$ cat src/shared/dch_rx_pkg.sv
package dch_rx_pkg;

	// buffering geometry: two pools of one block each
	localparam int POOL_BYTES = 32;
	localparam int NUM_POOLS = 2;
	localparam int FIFO_DEPTH = POOL_BYTES * NUM_POOLS;
	// queued interrupt entries and completed messages held at once
	localparam int EVENT_DEPTH = 4;
	localparam int MSG_LIMIT = 2;

	// fixed group identifiers and the mask that hides the command/response bit
	localparam logic [7:0] GROUP_SERVICE_A = 8'hFE;
	localparam logic [7:0] GROUP_SERVICE_B = 8'hFC;
	localparam logic [7:0] GROUP_TERMINAL = 8'hFF;
	localparam logic [7:0] CR_HIDE_MASK = 8'hFD;
	localparam int CR_BIT_POS = 1;
	localparam int CTRL_FORMAT_BIT = 0;

	// mode field positions and codes
	localparam int TWO_BYTE_ADDR_BIT = 0;
	localparam logic [1:0] MODE_AUTO = 2'h0;
	localparam logic [1:0] MODE_NONAUTO = 2'h1;
	localparam logic [2:0] MODE_TRANSP1 = 3'h5;
	localparam logic [2:0] MODE_TRANSP2 = 3'h6;
	localparam logic [2:0] MODE_TRANSP3 = 3'h7;

	// reset values
	localparam logic [7:0] BYTE_RESET = 8'h00;

	typedef enum logic {EV_POOL_FULL, EV_MSG_END} event_kind_e;

	// one received byte from the deframer
	typedef struct packed {
		logic [7:0] data;
		logic crcByte;
	} rx_byte_s;

	// per-frame status shown with each queued interrupt
	typedef struct packed {
		logic crcOk;
		logic aborted;
		logic dataOverflow;
		logic cmdResp;
		logic [1:0] serviceMatch;
		logic terminalMatch;
		logic autoConn;
	} rx_status_s;

	// one entry of the interrupt wait line
	typedef struct packed {
		event_kind_e kind;
		logic [7:0] controlField;
		logic [7:0] serviceByte;
		rx_status_s status;
		logic [5:0] blockBytes;
		logic [11:0] msgLength;
	} rx_event_s;

endpackage : dch_rx_pkg

$ cat src/design/dch_hdlc_receive_addr_fifo.sv
`timescale 1ns/1ps

// byte buffer between the frame sorter and the host
module rx_byte_fifo #(
	parameter int WIDTH = 8,
	parameter int DEPTH = 64
) (
	input wire logic clk_sys,
	input wire logic rst,
	input wire logic inValid,
	output logic inReady,
	input wire logic [WIDTH-1:0] inData,
	output logic outValid,
	input wire logic outReady,
	output logic [WIDTH-1:0] outData
);
	localparam int AW = $clog2(DEPTH);

	logic [WIDTH-1:0] mem_q [DEPTH]; // flop storage
	logic [AW-1:0] wrIdx_q; // next write slot
	logic [AW-1:0] rdIdx_q; // oldest slot
	logic [AW:0] count_q; // bytes held
	logic doWrite; // accepted push
	logic doRead; // accepted pop

	assign inReady = (count_q != (AW+1)'(DEPTH));
	assign outValid = (count_q != '0);
	assign outData = mem_q[rdIdx_q];
	assign doWrite = inValid && inReady;
	assign doRead = outValid && outReady;

	// storage write; no reset needed on the data
	always_ff @(posedge clk_sys)
	begin
		if (doWrite)
			mem_q[wrIdx_q] <= inData;
	end

	// pointers wrap at depth, which need not be a power of two
	always_ff @(posedge clk_sys)
	begin
		if (rst)
		begin
			wrIdx_q <= '0;
			rdIdx_q <= '0;
		end
		else
		begin
			if (doWrite)
				wrIdx_q <= (wrIdx_q == AW'(DEPTH-1)) ? '0 : wrIdx_q + 1'b1;
			if (doRead)
				rdIdx_q <= (rdIdx_q == AW'(DEPTH-1)) ? '0 : rdIdx_q + 1'b1;
		end
	end

	// fill level, push and pop together leave it unchanged
	always_ff @(posedge clk_sys)
	begin
		if (rst)
			count_q <= '0;
		else if (doWrite && !doRead)
			count_q <= count_q + 1'b1;
		else if (doRead && !doWrite)
			count_q <= count_q - 1'b1;
	end
endmodule : rx_byte_fifo

// Operation
// - five transfer modes picked by mode field
// - high byte checked against group and service
// - command/response bit masked out of compare
// - low byte checked; seven valid pairings only
// - unmatched address frames silently dropped
// - auto handling for service A/terminal A; with one-byte address, for terminal A or B
// - one-byte address: terminal A command, B response
// - auto: control to holding, info to buffer
// - non-auto: every valid frame passed through
// - transparent 1: second byte checked, first kept
// - transparent 2: whole frame stored, no check
// - transparent 3: first byte checked, rest stored
// - receive buffer is two 32-byte pools
// - pool-full event when block ready mid-message
// - message-end event when message fully stored
// - two short messages with status held
// - full buffer: data overflow, third message overflow
// - events queued and shown one at a time
// - receive-complete drops head event, shows next event
// - group terminal and service byte need two-byte
// - extended format: second control byte buffered
module dch_hdlc_receive_addr_fifo (
	input wire logic clk_sys,
	input wire logic rst,
	input wire logic [2:0] modeSelect,
	input wire logic [7:0] serviceIdCompareA,
	input wire logic [7:0] serviceIdCompareB,
	input wire logic [7:0] terminalIdCompareA,
	input wire logic [7:0] terminalIdCompareB,
	input wire logic cmdRespInterpret,
	input wire logic extendedControlFormat,
	input wire logic rxFrameStart,
	input wire logic rxByteValid,
	input wire dch_rx_pkg::rx_byte_s rxByte,
	input wire logic rxFrameEnd,
	input wire logic rxCrcOk,
	input wire logic rxAbort,
	output logic [7:0] rdData,
	output logic rdValid,
	input wire logic rdReady,
	input wire logic receiveCompleteCmd,
	output logic poolFullIrq,
	output logic messageEndIrq,
	output dch_rx_pkg::rx_event_s irqInfo,
	output logic frameOverflow
);
	typedef enum logic [2:0] {ST_IDLE, ST_ADDR1, ST_ADDR2, ST_CTRL, ST_CTRL2, ST_BODY, ST_DROP} rx_state_e;
	localparam int EW = $clog2(dch_rx_pkg::EVENT_DEPTH);

	rx_state_e state_q; // frame sorting position
	rx_state_e state_d;
	dch_rx_pkg::rx_status_s stat_q; // status of frame in progress
	logic [7:0] ctrl_q; // captured control field
	logic [7:0] svc_q; // captured first byte
	logic [7:0] hiByte_q; // held high address byte
	logic accepted_q; // address passed, frame is stored
	logic [5:0] blockCnt_q; // bytes in current pool block
	logic [11:0] msgLen_q; // bytes of this message buffered
	dch_rx_pkg::rx_event_s evq_q [dch_rx_pkg::EVENT_DEPTH]; // interrupt wait line
	logic [EW-1:0] evWr_q; // wait line write slot
	logic [EW-1:0] evRd_q; // wait line head
	logic [EW:0] evCnt_q; // entries waiting
	logic [1:0] msgCnt_q; // completed messages not yet released
	logic overflow_q; // frame overflow pulse

	logic twoByte; // two-byte address option
	logic isAuto; // auto mode selected
	logic addrMode; // auto or non-auto
	logic [7:0] b; // incoming data byte
	logic byteTake; // usable byte this cycle
	logic hiA, hiB, hiG; // high byte compare hits
	logic loA, loB, loG; // low byte compare hits
	logic pairOk; // valid address pairing
	logic wantWrite; // byte routed to buffer
	logic fifoReady; // buffer has room
	logic fifoWrite; // byte actually stored
	logic evPush; // new entry for wait line
	dch_rx_pkg::rx_event_s evNew; // entry being queued
	logic evPop; // host acknowledged head
	logic headEnd; // head entry is a message end
	logic startOk; // frame start with room for a message

	assign twoByte = modeSelect[dch_rx_pkg::TWO_BYTE_ADDR_BIT];
	assign isAuto = (modeSelect[2:1] == dch_rx_pkg::MODE_AUTO);
	assign addrMode = isAuto || (modeSelect[2:1] == dch_rx_pkg::MODE_NONAUTO);
	assign b = rxByte.data;
	// crc bytes only reach the buffer in transparent mode 2
	assign byteTake = rxByteValid && (!rxByte.crcByte || modeSelect == dch_rx_pkg::MODE_TRANSP2);

	// service compare ignores the command/response bit
	assign hiA = ((b & dch_rx_pkg::CR_HIDE_MASK) == (serviceIdCompareA & dch_rx_pkg::CR_HIDE_MASK));
	assign hiB = ((b & dch_rx_pkg::CR_HIDE_MASK) == (serviceIdCompareB & dch_rx_pkg::CR_HIDE_MASK));
	assign hiG = ((b & dch_rx_pkg::CR_HIDE_MASK) == (dch_rx_pkg::GROUP_SERVICE_A & dch_rx_pkg::CR_HIDE_MASK))
		|| ((b & dch_rx_pkg::CR_HIDE_MASK) == (dch_rx_pkg::GROUP_SERVICE_B & dch_rx_pkg::CR_HIDE_MASK));
	assign loA = (b == terminalIdCompareA);
	assign loB = (b == terminalIdCompareB);
	assign loG = twoByte && (b == dch_rx_pkg::GROUP_TERMINAL);

	// the seven pairings, using the held high byte hits
	assign pairOk = (stat_q.serviceMatch == 2'h1 && (loA || loG))
		|| (stat_q.serviceMatch == 2'h2 && (loB || loG))
		|| (stat_q.serviceMatch == 2'h3 && (loA || loB || loG));

	assign startOk = (msgCnt_q != 2'(dch_rx_pkg::MSG_LIMIT));
	assign headEnd = (evq_q[evRd_q].kind == dch_rx_pkg::EV_MSG_END);
	assign evPop = receiveCompleteCmd && (evCnt_q != '0);

	// routing of each byte to the buffer
	always_comb
	begin
		wantWrite = 1'b0;
		if (byteTake)
		begin
			unique case (state_q)
				ST_ADDR1: wantWrite = (modeSelect == dch_rx_pkg::MODE_TRANSP2);
				ST_CTRL2: wantWrite = 1'b1;
				ST_BODY: wantWrite = 1'b1;
				default: wantWrite = 1'b0;
			endcase
		end
	end

	// once overflowed, the rest of the frame is lost
	assign fifoWrite = wantWrite && fifoReady && !stat_q.dataOverflow;

	// next sorting position
	always_comb
	begin
		state_d = state_q;
		if (rxFrameStart)
			state_d = startOk ? ST_ADDR1 : ST_DROP;
		else if (rxFrameEnd)
			state_d = ST_IDLE;
		else if (byteTake)
		begin
			unique case (state_q)
				ST_ADDR1:
				begin
					if (addrMode && twoByte)
						state_d = (hiA || hiB || hiG) ? ST_ADDR2 : ST_DROP;
					else if (addrMode)
						state_d = (loA || loB) ? ST_CTRL : ST_DROP;
					else if (modeSelect == dch_rx_pkg::MODE_TRANSP1)
						state_d = ST_ADDR2;
					else if (modeSelect == dch_rx_pkg::MODE_TRANSP2)
						state_d = ST_BODY;
					else if (modeSelect == dch_rx_pkg::MODE_TRANSP3)
						state_d = (hiA || hiB || hiG) ? ST_BODY : ST_DROP;
					else
						state_d = ST_DROP; // unused mode code takes nothing
				end
				ST_ADDR2:
				begin
					if (modeSelect == dch_rx_pkg::MODE_TRANSP1)
						state_d = (loA || loB || loG) ? ST_CTRL : ST_DROP;
					else
						state_d = pairOk ? ST_CTRL : ST_DROP;
				end
				ST_CTRL:
				begin
					// only the auto connection uses the long control format
					if (extendedControlFormat && isAuto && stat_q.autoConn && !b[dch_rx_pkg::CTRL_FORMAT_BIT])
						state_d = ST_CTRL2;
					else
						state_d = ST_BODY;
				end
				ST_CTRL2: state_d = ST_BODY;
				default: state_d = state_q;
			endcase
		end
	end

	// sorting state
	always_ff @(posedge clk_sys)
	begin
		if (rst)
			state_q <= ST_IDLE;
		else
			state_q <= state_d;
	end

	// acceptance: set when the address test passes
	always_ff @(posedge clk_sys)
	begin
		if (rst)
			accepted_q <= 1'b0;
		else if (rxFrameStart || rxFrameEnd)
			accepted_q <= 1'b0;
		else if (byteTake && (state_d == ST_CTRL || state_d == ST_BODY) && state_q != state_d
			&& (state_q == ST_ADDR1 || state_q == ST_ADDR2))
			accepted_q <= 1'b1;
	end

	// frame status collection
	always_ff @(posedge clk_sys)
	begin
		if (rst)
			stat_q <= '0;
		else if (rxFrameStart)
			stat_q <= '0;
		else
		begin
			if (wantWrite && !fifoReady)
				stat_q.dataOverflow <= 1'b1;
			if (rxFrameEnd)
			begin
				stat_q.crcOk <= rxCrcOk;
				stat_q.aborted <= rxAbort;
			end
			if (byteTake && state_q == ST_ADDR1)
			begin
				if (addrMode && !twoByte)
				begin
					// one-byte address: terminal A is a command
					stat_q.cmdResp <= loA;
					stat_q.terminalMatch <= loA || loB;
					stat_q.autoConn <= loA || loB;
				end
				else
				begin
					stat_q.cmdResp <= b[dch_rx_pkg::CR_BIT_POS] ^ cmdRespInterpret;
					stat_q.serviceMatch <= hiG ? 2'h3 : (hiB ? 2'h2 : (hiA ? 2'h1 : 2'h0));
				end
			end
			if (byteTake && state_q == ST_ADDR2)
			begin
				stat_q.terminalMatch <= loA || loB || loG;
				// only this one connection runs the numbered procedure
				stat_q.autoConn <= (stat_q.serviceMatch == 2'h1) && loA;
			end
		end
	end

	// holding captures for first byte and control field
	always_ff @(posedge clk_sys)
	begin
		if (rst)
		begin
			ctrl_q <= dch_rx_pkg::BYTE_RESET;
			svc_q <= dch_rx_pkg::BYTE_RESET;
			hiByte_q <= dch_rx_pkg::BYTE_RESET;
		end
		else if (byteTake)
		begin
			if (state_q == ST_ADDR1)
				hiByte_q <= b;
			if (state_q == ST_ADDR1 && twoByte && (modeSelect == dch_rx_pkg::MODE_TRANSP1 || addrMode))
				svc_q <= b;
			if (state_q == ST_CTRL)
				ctrl_q <= b;
		end
	end

	// block and message byte counters
	always_ff @(posedge clk_sys)
	begin
		if (rst)
		begin
			blockCnt_q <= '0;
			msgLen_q <= '0;
		end
		else if (rxFrameStart)
		begin
			blockCnt_q <= '0;
			msgLen_q <= '0;
		end
		else if (fifoWrite)
		begin
			// a full block stays counted until the next byte proves more follows
			if (blockCnt_q == 6'(dch_rx_pkg::POOL_BYTES))
				blockCnt_q <= 6'h01;
			else
				blockCnt_q <= blockCnt_q + 6'h01;
			msgLen_q <= msgLen_q + 12'h001;
		end
	end

	// entry for the wait line: pool full has priority over an end in the same cycle
	always_comb
	begin
		evNew = '0;
		evPush = 1'b0;
		evNew.controlField = ctrl_q;
		evNew.serviceByte = svc_q;
		evNew.status = stat_q;
		evNew.msgLength = msgLen_q;
		if (fifoWrite && blockCnt_q == 6'(dch_rx_pkg::POOL_BYTES))
		begin
			evPush = 1'b1;
			evNew.kind = dch_rx_pkg::EV_POOL_FULL;
			evNew.blockBytes = blockCnt_q;
		end
		else if (rxFrameEnd && accepted_q)
		begin
			evPush = 1'b1;
			evNew.kind = dch_rx_pkg::EV_MSG_END;
			evNew.blockBytes = blockCnt_q;
			evNew.status.crcOk = rxCrcOk;
			evNew.status.aborted = rxAbort;
		end
	end

	// wait line storage
	always_ff @(posedge clk_sys)
	begin
		if (evPush && evCnt_q != (EW+1)'(dch_rx_pkg::EVENT_DEPTH))
			evq_q[evWr_q] <= evNew;
	end

	// wait line pointers; a full line loses the new entry
	always_ff @(posedge clk_sys)
	begin
		if (rst)
		begin
			evWr_q <= '0;
			evRd_q <= '0;
			evCnt_q <= '0;
		end
		else
		begin
			if (evPush && evCnt_q != (EW+1)'(dch_rx_pkg::EVENT_DEPTH))
				evWr_q <= evWr_q + 1'b1;
			if (evPop)
				evRd_q <= evRd_q + 1'b1;
			if (evPush && evCnt_q != (EW+1)'(dch_rx_pkg::EVENT_DEPTH) && !evPop)
				evCnt_q <= evCnt_q + 1'b1;
			else if (evPop && !(evPush && evCnt_q != (EW+1)'(dch_rx_pkg::EVENT_DEPTH)))
				evCnt_q <= evCnt_q - 1'b1;
		end
	end

	// messages held; a new end in the release cycle is not lost
	always_ff @(posedge clk_sys)
	begin
		if (rst)
			msgCnt_q <= '0;
		else if (evPush && evNew.kind == dch_rx_pkg::EV_MSG_END && !(evPop && headEnd))
			msgCnt_q <= msgCnt_q + 2'h1;
		else if (evPop && headEnd && !(evPush && evNew.kind == dch_rx_pkg::EV_MSG_END))
			msgCnt_q <= msgCnt_q - 2'h1;
	end

	// third message while two wait: frame overflow pulse
	always_ff @(posedge clk_sys)
	begin
		if (rst)
			overflow_q <= 1'b0;
		else
			overflow_q <= rxFrameStart && !startOk;
	end

	// host sees only the head entry
	assign poolFullIrq = (evCnt_q != '0) && !headEnd;
	assign messageEndIrq = (evCnt_q != '0) && headEnd;
	assign irqInfo = (evCnt_q != '0) ? evq_q[evRd_q] : '0;
	assign frameOverflow = overflow_q;

	// two pools of receive bytes
	rx_byte_fifo #(
		.WIDTH(8),
		.DEPTH(dch_rx_pkg::FIFO_DEPTH)
	) i_rx_byte_fifo (
		.clk_sys(clk_sys),
		.rst(rst),
		.inValid(fifoWrite),
		.inReady(fifoReady),
		.inData(b),
		.outValid(rdValid),
		.outReady(rdReady),
		.outData(rdData)
	);
endmodule : dch_hdlc_receive_addr_fifo

$ cat config.mk
export PLATFORM = sky130hd
export DESIGN_NAME = dch_hdlc_receive_addr_fifo
export DESIGN_NICKNAME = d
export VERILOG_FILES = /design/src/shared/dch_rx_pkg.sv /design/src/design/dch_hdlc_receive_addr_fifo.sv
export SDC_FILE = /design/constraint.sdc
export NUM_CORES = 1
export LEC_CHECK = 0
export BUFFER_PORTS_ARGS = -buffer_cell sky130_fd_sc_hd__buf_4
export CAP_MARGIN = 40
export CELL_PAD_IN_SITES_DETAIL_PLACEMENT = 1
export CELL_PAD_IN_SITES_GLOBAL_PLACEMENT = 2
export CORE_ASPECT_RATIO = 1.4
export CORE_MARGIN = 1
export CORE_UTILIZATION = 48
export CTS_CLUSTER_DIAMETER = 80
export CTS_CLUSTER_SIZE = 14
export DETAILED_ROUTE_END_ITERATION = 16
export GPL_TIMING_DRIVEN = 0
export PLACE_DENSITY = 0.84
export SYNTH_ARGS = -nofsm -noshare
export SYNTH_HDL_FRONTEND = slang
export SYNTH_SLANG_ARGS = --single-unit
$ cat constraint.sdc
create_clock -name clk_sys -period 4 [get_ports clk_sys]
set_input_delay 0.6 -clock clk_sys [delete_from_list [all_inputs] [get_ports clk_sys]]
set_output_delay 0.6 -clock clk_sys [all_outputs]
set_load 0.05 [all_outputs]
==> results.md <==
* Reg-to-reg endpoint: i_rx_byte_fifo.mem_q[35][0]
* WP data required at 3.40 ns
* Core Rows at 109
* Pin count of the biggest net entering global routing at 68
* Clk Latency, worst-skew pair at 0.64 ns
* Seq/Total Area, Yosys at 0.7278
* Largest stage delay on the critical path at 0.59 ns
* I/O pin total at 110
* WHS at 0.2256 ns
* Worst vdd ir at 763.5 uV
* Minimum clock period at 3.951 ns
* Hold path endpoint: stat_q[6]
* Worst Setup End Kind: primary output
* Rel. slew slack at 0.3911
* Die Height at 300.3 um
* Synth Cell Area at 30500 um2
* DRT antenna net count at 0
* DRC errors left at 0
* Critical path startpoint category: register
* Status: completed
* Post-synthesis register bit count at 767
* Critical Path AT at 3.35 ns
* First-pass GRT wire length at 106600 um
* CTS Buffer Depth at 3
* Slowest cell on crit path: mux4_2
* Syn_nets at 1665
* Final core utilization at 0.5444
* Core footprint at 63010 um2
* Final WL at 71810 um
* Fraction of registers with async set/reset at 0
* CTS root buf: clkbuf_16
* Max FO, Critical Path at 10
* F_max at 253.1 MHz
* Via density at 5.807
* Hold Startpoint: rxAbort
* Ant diodes at 0
* Layout cells sized above 1 at 0.2439
* Vias in the first global route at 16460
* Max Clock Skew at 0.02748 ns
* Post-Syn Instances at 1591
* Tcrit/Tclk final at 0.9877
* WS Path Type: register to primary output
* Worst-path clk slew at 0.07 ns
* Setup Buffers After CTS at 0
* YS warnings at 0
* Initial drt markers at 1133
* Starting Density at 0.4841
* Top FF cell, synth: edfxtp_1
* RSZ-0062 raised after global routing: true
* Post-synth EDFFs at 684
* Worst-margin pin slew at 0.9100 ns
* Max-cap violations at 0
* Worst hold stages at 3
* CTS tree: done
* Area Overhead vs Synth at 12.45%
* Critical-path cell list: buf_2 > clkbuf_4 > mux4_2 > mux4_2 > mux4_2 > buf_4
* Number of buffers added on ports at 105
* Die area at 64570 um2
* Fin. Hold Viols at 0
* Number of nets in the layout at 1842
* Clock tree sinks at 767
* WL per Instance at 27.24 um
* Die X at 215.1 um
* HP Class: input pin to register
* Reg2reg start: state_q[1]
* DRT Pass-1 Iters at 5
* DPL Wire Length at 49020 um
* Synth cell types at 59
* Final setup vio count at 0
* Final Max Tran Viols at 0
* Reg2reg setup slack at 0.27 ns
* RD Place Congestion at 0.8064
* Leak at 10.83 nW
* R2r worst-path depth at 8
* Remaining Overflow, GRT at 0
* Total track usage at 0.2268
* Avg Cell Area, Syn at 19.17 um2
* CTS Buf Count at 60
* Antenna violations before repair at 0
* Via Count at 15310
* Cell mode on critical path: mux4_2
* Htree depth at 2
* Pwr Density at 562.8 nW/um2
[power breakdown]
group | total, W | leakage, nW | internal (W) | switching (W)
combinational | 0.00504 | 3.16 | 0.00199 | 0.00305
sequential | 0.00884 | 6.87 | 0.00876 | 0.0000804
clock | 0.00542 | 0.797 | 0.00278 | 0.00265
[cell families (layout without fill, tap and decap cells)]
group / Yosys count / after routing / synth area share
AND/OR/NAND/NOR: 319 / 319 / 0.05017
flip-flops: 767 / 767 / 0.7278
adder cells (fa/ha/maj): 19 / 19 / 0.008286
AO/OA/AOI/OAI: 78 / 78 / 0.01624
multiplexers: 239 / 239 / 0.1651
XOR/XNOR: 62 / 62 / 0.01780
buffers and inverters: 107 / 320 / 0.01460
[layer usage]
| metal | wire length (um) | global-route usage | share of wire |
|---|---|---|---|
| met2 | 38390 | 0.4139 | 0.53 |
| met3 | 3068 | 0.02974 | 0.043 |
| met5 | 0 | 0 | 0 |
| met1 | 27240 | 0.2700 | 0.38 |
| met4 | 3103 | 0.09524 | 0.043 |
[cells in the final DEF, fill, tap and decap left out, drive strengths merged, types with 3 or more instances in the layout]
cell type | synthesis | routed
nor2 | 157 | 157
nor3 | 8 | 8
a31oi | 4 | 4
and2 | 48 | 48
and3 | 3 | 3
nand2 | 33 | 33
a21o | 3 | 3
nor4 | 5 | 5
nand4b | 3 | 3
nand4 | 12 | 12
a211oi | 4 | 4
xnor2 | 19 | 19
a21boi | 3 | 3
buf | 36 | 152
xor2 | 43 | 43
or3 | 13 | 13
edfxtp | 684 | 684
a21oi | 28 | 28
mux4 | 211 | 211
mux2i | 26 | 26
or2 | 3 | 3
clkbuf | 53 | 148
dfxtp | 83 | 83
o21ai | 16 | 16
o21bai | 3 | 3
inv | 18 | 18
nor2b | 7 | 7
nand3 | 13 | 13
nand3b | 7 | 7
ha | 17 | 17
[synth_stat cells (19+ instances only)]
| master | n | share of area |
|---|---|---|
| nor2_1 | 156 | 0.019 |
| dfxtp_1 | 83 | 0.054 |
| xor2_1 | 43 | 0.012 |
| nand2_1 | 33 | 0.0041 |
| xnor2_1 | 19 | 0.0055 |
| clkbuf_1 | 53 | 0.0065 |
| and2_1 | 48 | 0.0098 |
| a21oi_1 | 27 | 0.0044 |
| edfxtp_1 | 684 | 0.67 |
| mux2i_1 | 26 | 0.0085 |
| mux4_2 | 211 | 0.16 |
[repair_timing]
action	CTS	global route
gates resized for setup	41	13
setup endpoints to repair	135	9
hold buffers	0	0
cloned	0	0
[per-stage QoR]
stage	instance area [um2]	std cells	power [W]	setup WS (ns)	setup TNS, ns
finish	34300	2636	0.01930	0.04929	0
global route	34300	2636	0.01991	-0.005843	-0.005843
CTS	34270	2635	0.01946	0.0002474	0
detailed placement	32500	2539	0.01401	-0.6989	-119.50
global placement	32330	2528	0.01388	-0.9953	-265.19
floorplan	30500	1591	0.01241	0.2920	0
[critical path, delay by kind of cell, from the launching register on]
| family | cells | cell delay (ns) |
|---|---|---|
| buffers and inverters | 3 | 0.84 |
| muxes | 3 | 1.49 |
| DFF | 1 | 0.41 |
[layout make-up]
cell class,instances,area [um2]
fill,5655,28710
sequential,767,22200
multi-input combinational,717,7868
clock buffer,96,1637
tap,832,1041
timing repair buffer,117,962.2
buffer,87,488.0
inverter,18,67.56
clock inverter,2,35.03
[sequential cells by signal (all words and copies together) (netlist names), 7 cells and up, named ones only]
signal,flops
ctrl_q,8
evq_q,172
i_rx_byte_fifo.count_q,7
i_rx_byte_fifo.mem_q,512
msgLen_q,12
svc_q,8
[how the worst max path moves through the flow]
stage,from,to,slack (ns),depth (start not counted)
after global routing,register,rdData[5],-0.006,6
final,register,rdData[5],0.05,6
after CTS,register,rdData[7],0.0002,6
after global placement,modeSelect[2],evq_q[0][32],-1.0,9
after floorplan,modeSelect[0],i_rx_byte_fifo.count_q[6],0.29,16
after detailed placement,modeSelect[2],i_rx_byte_fifo.count_q[6],-0.70,17
Power figures use the tool's default switching activity.
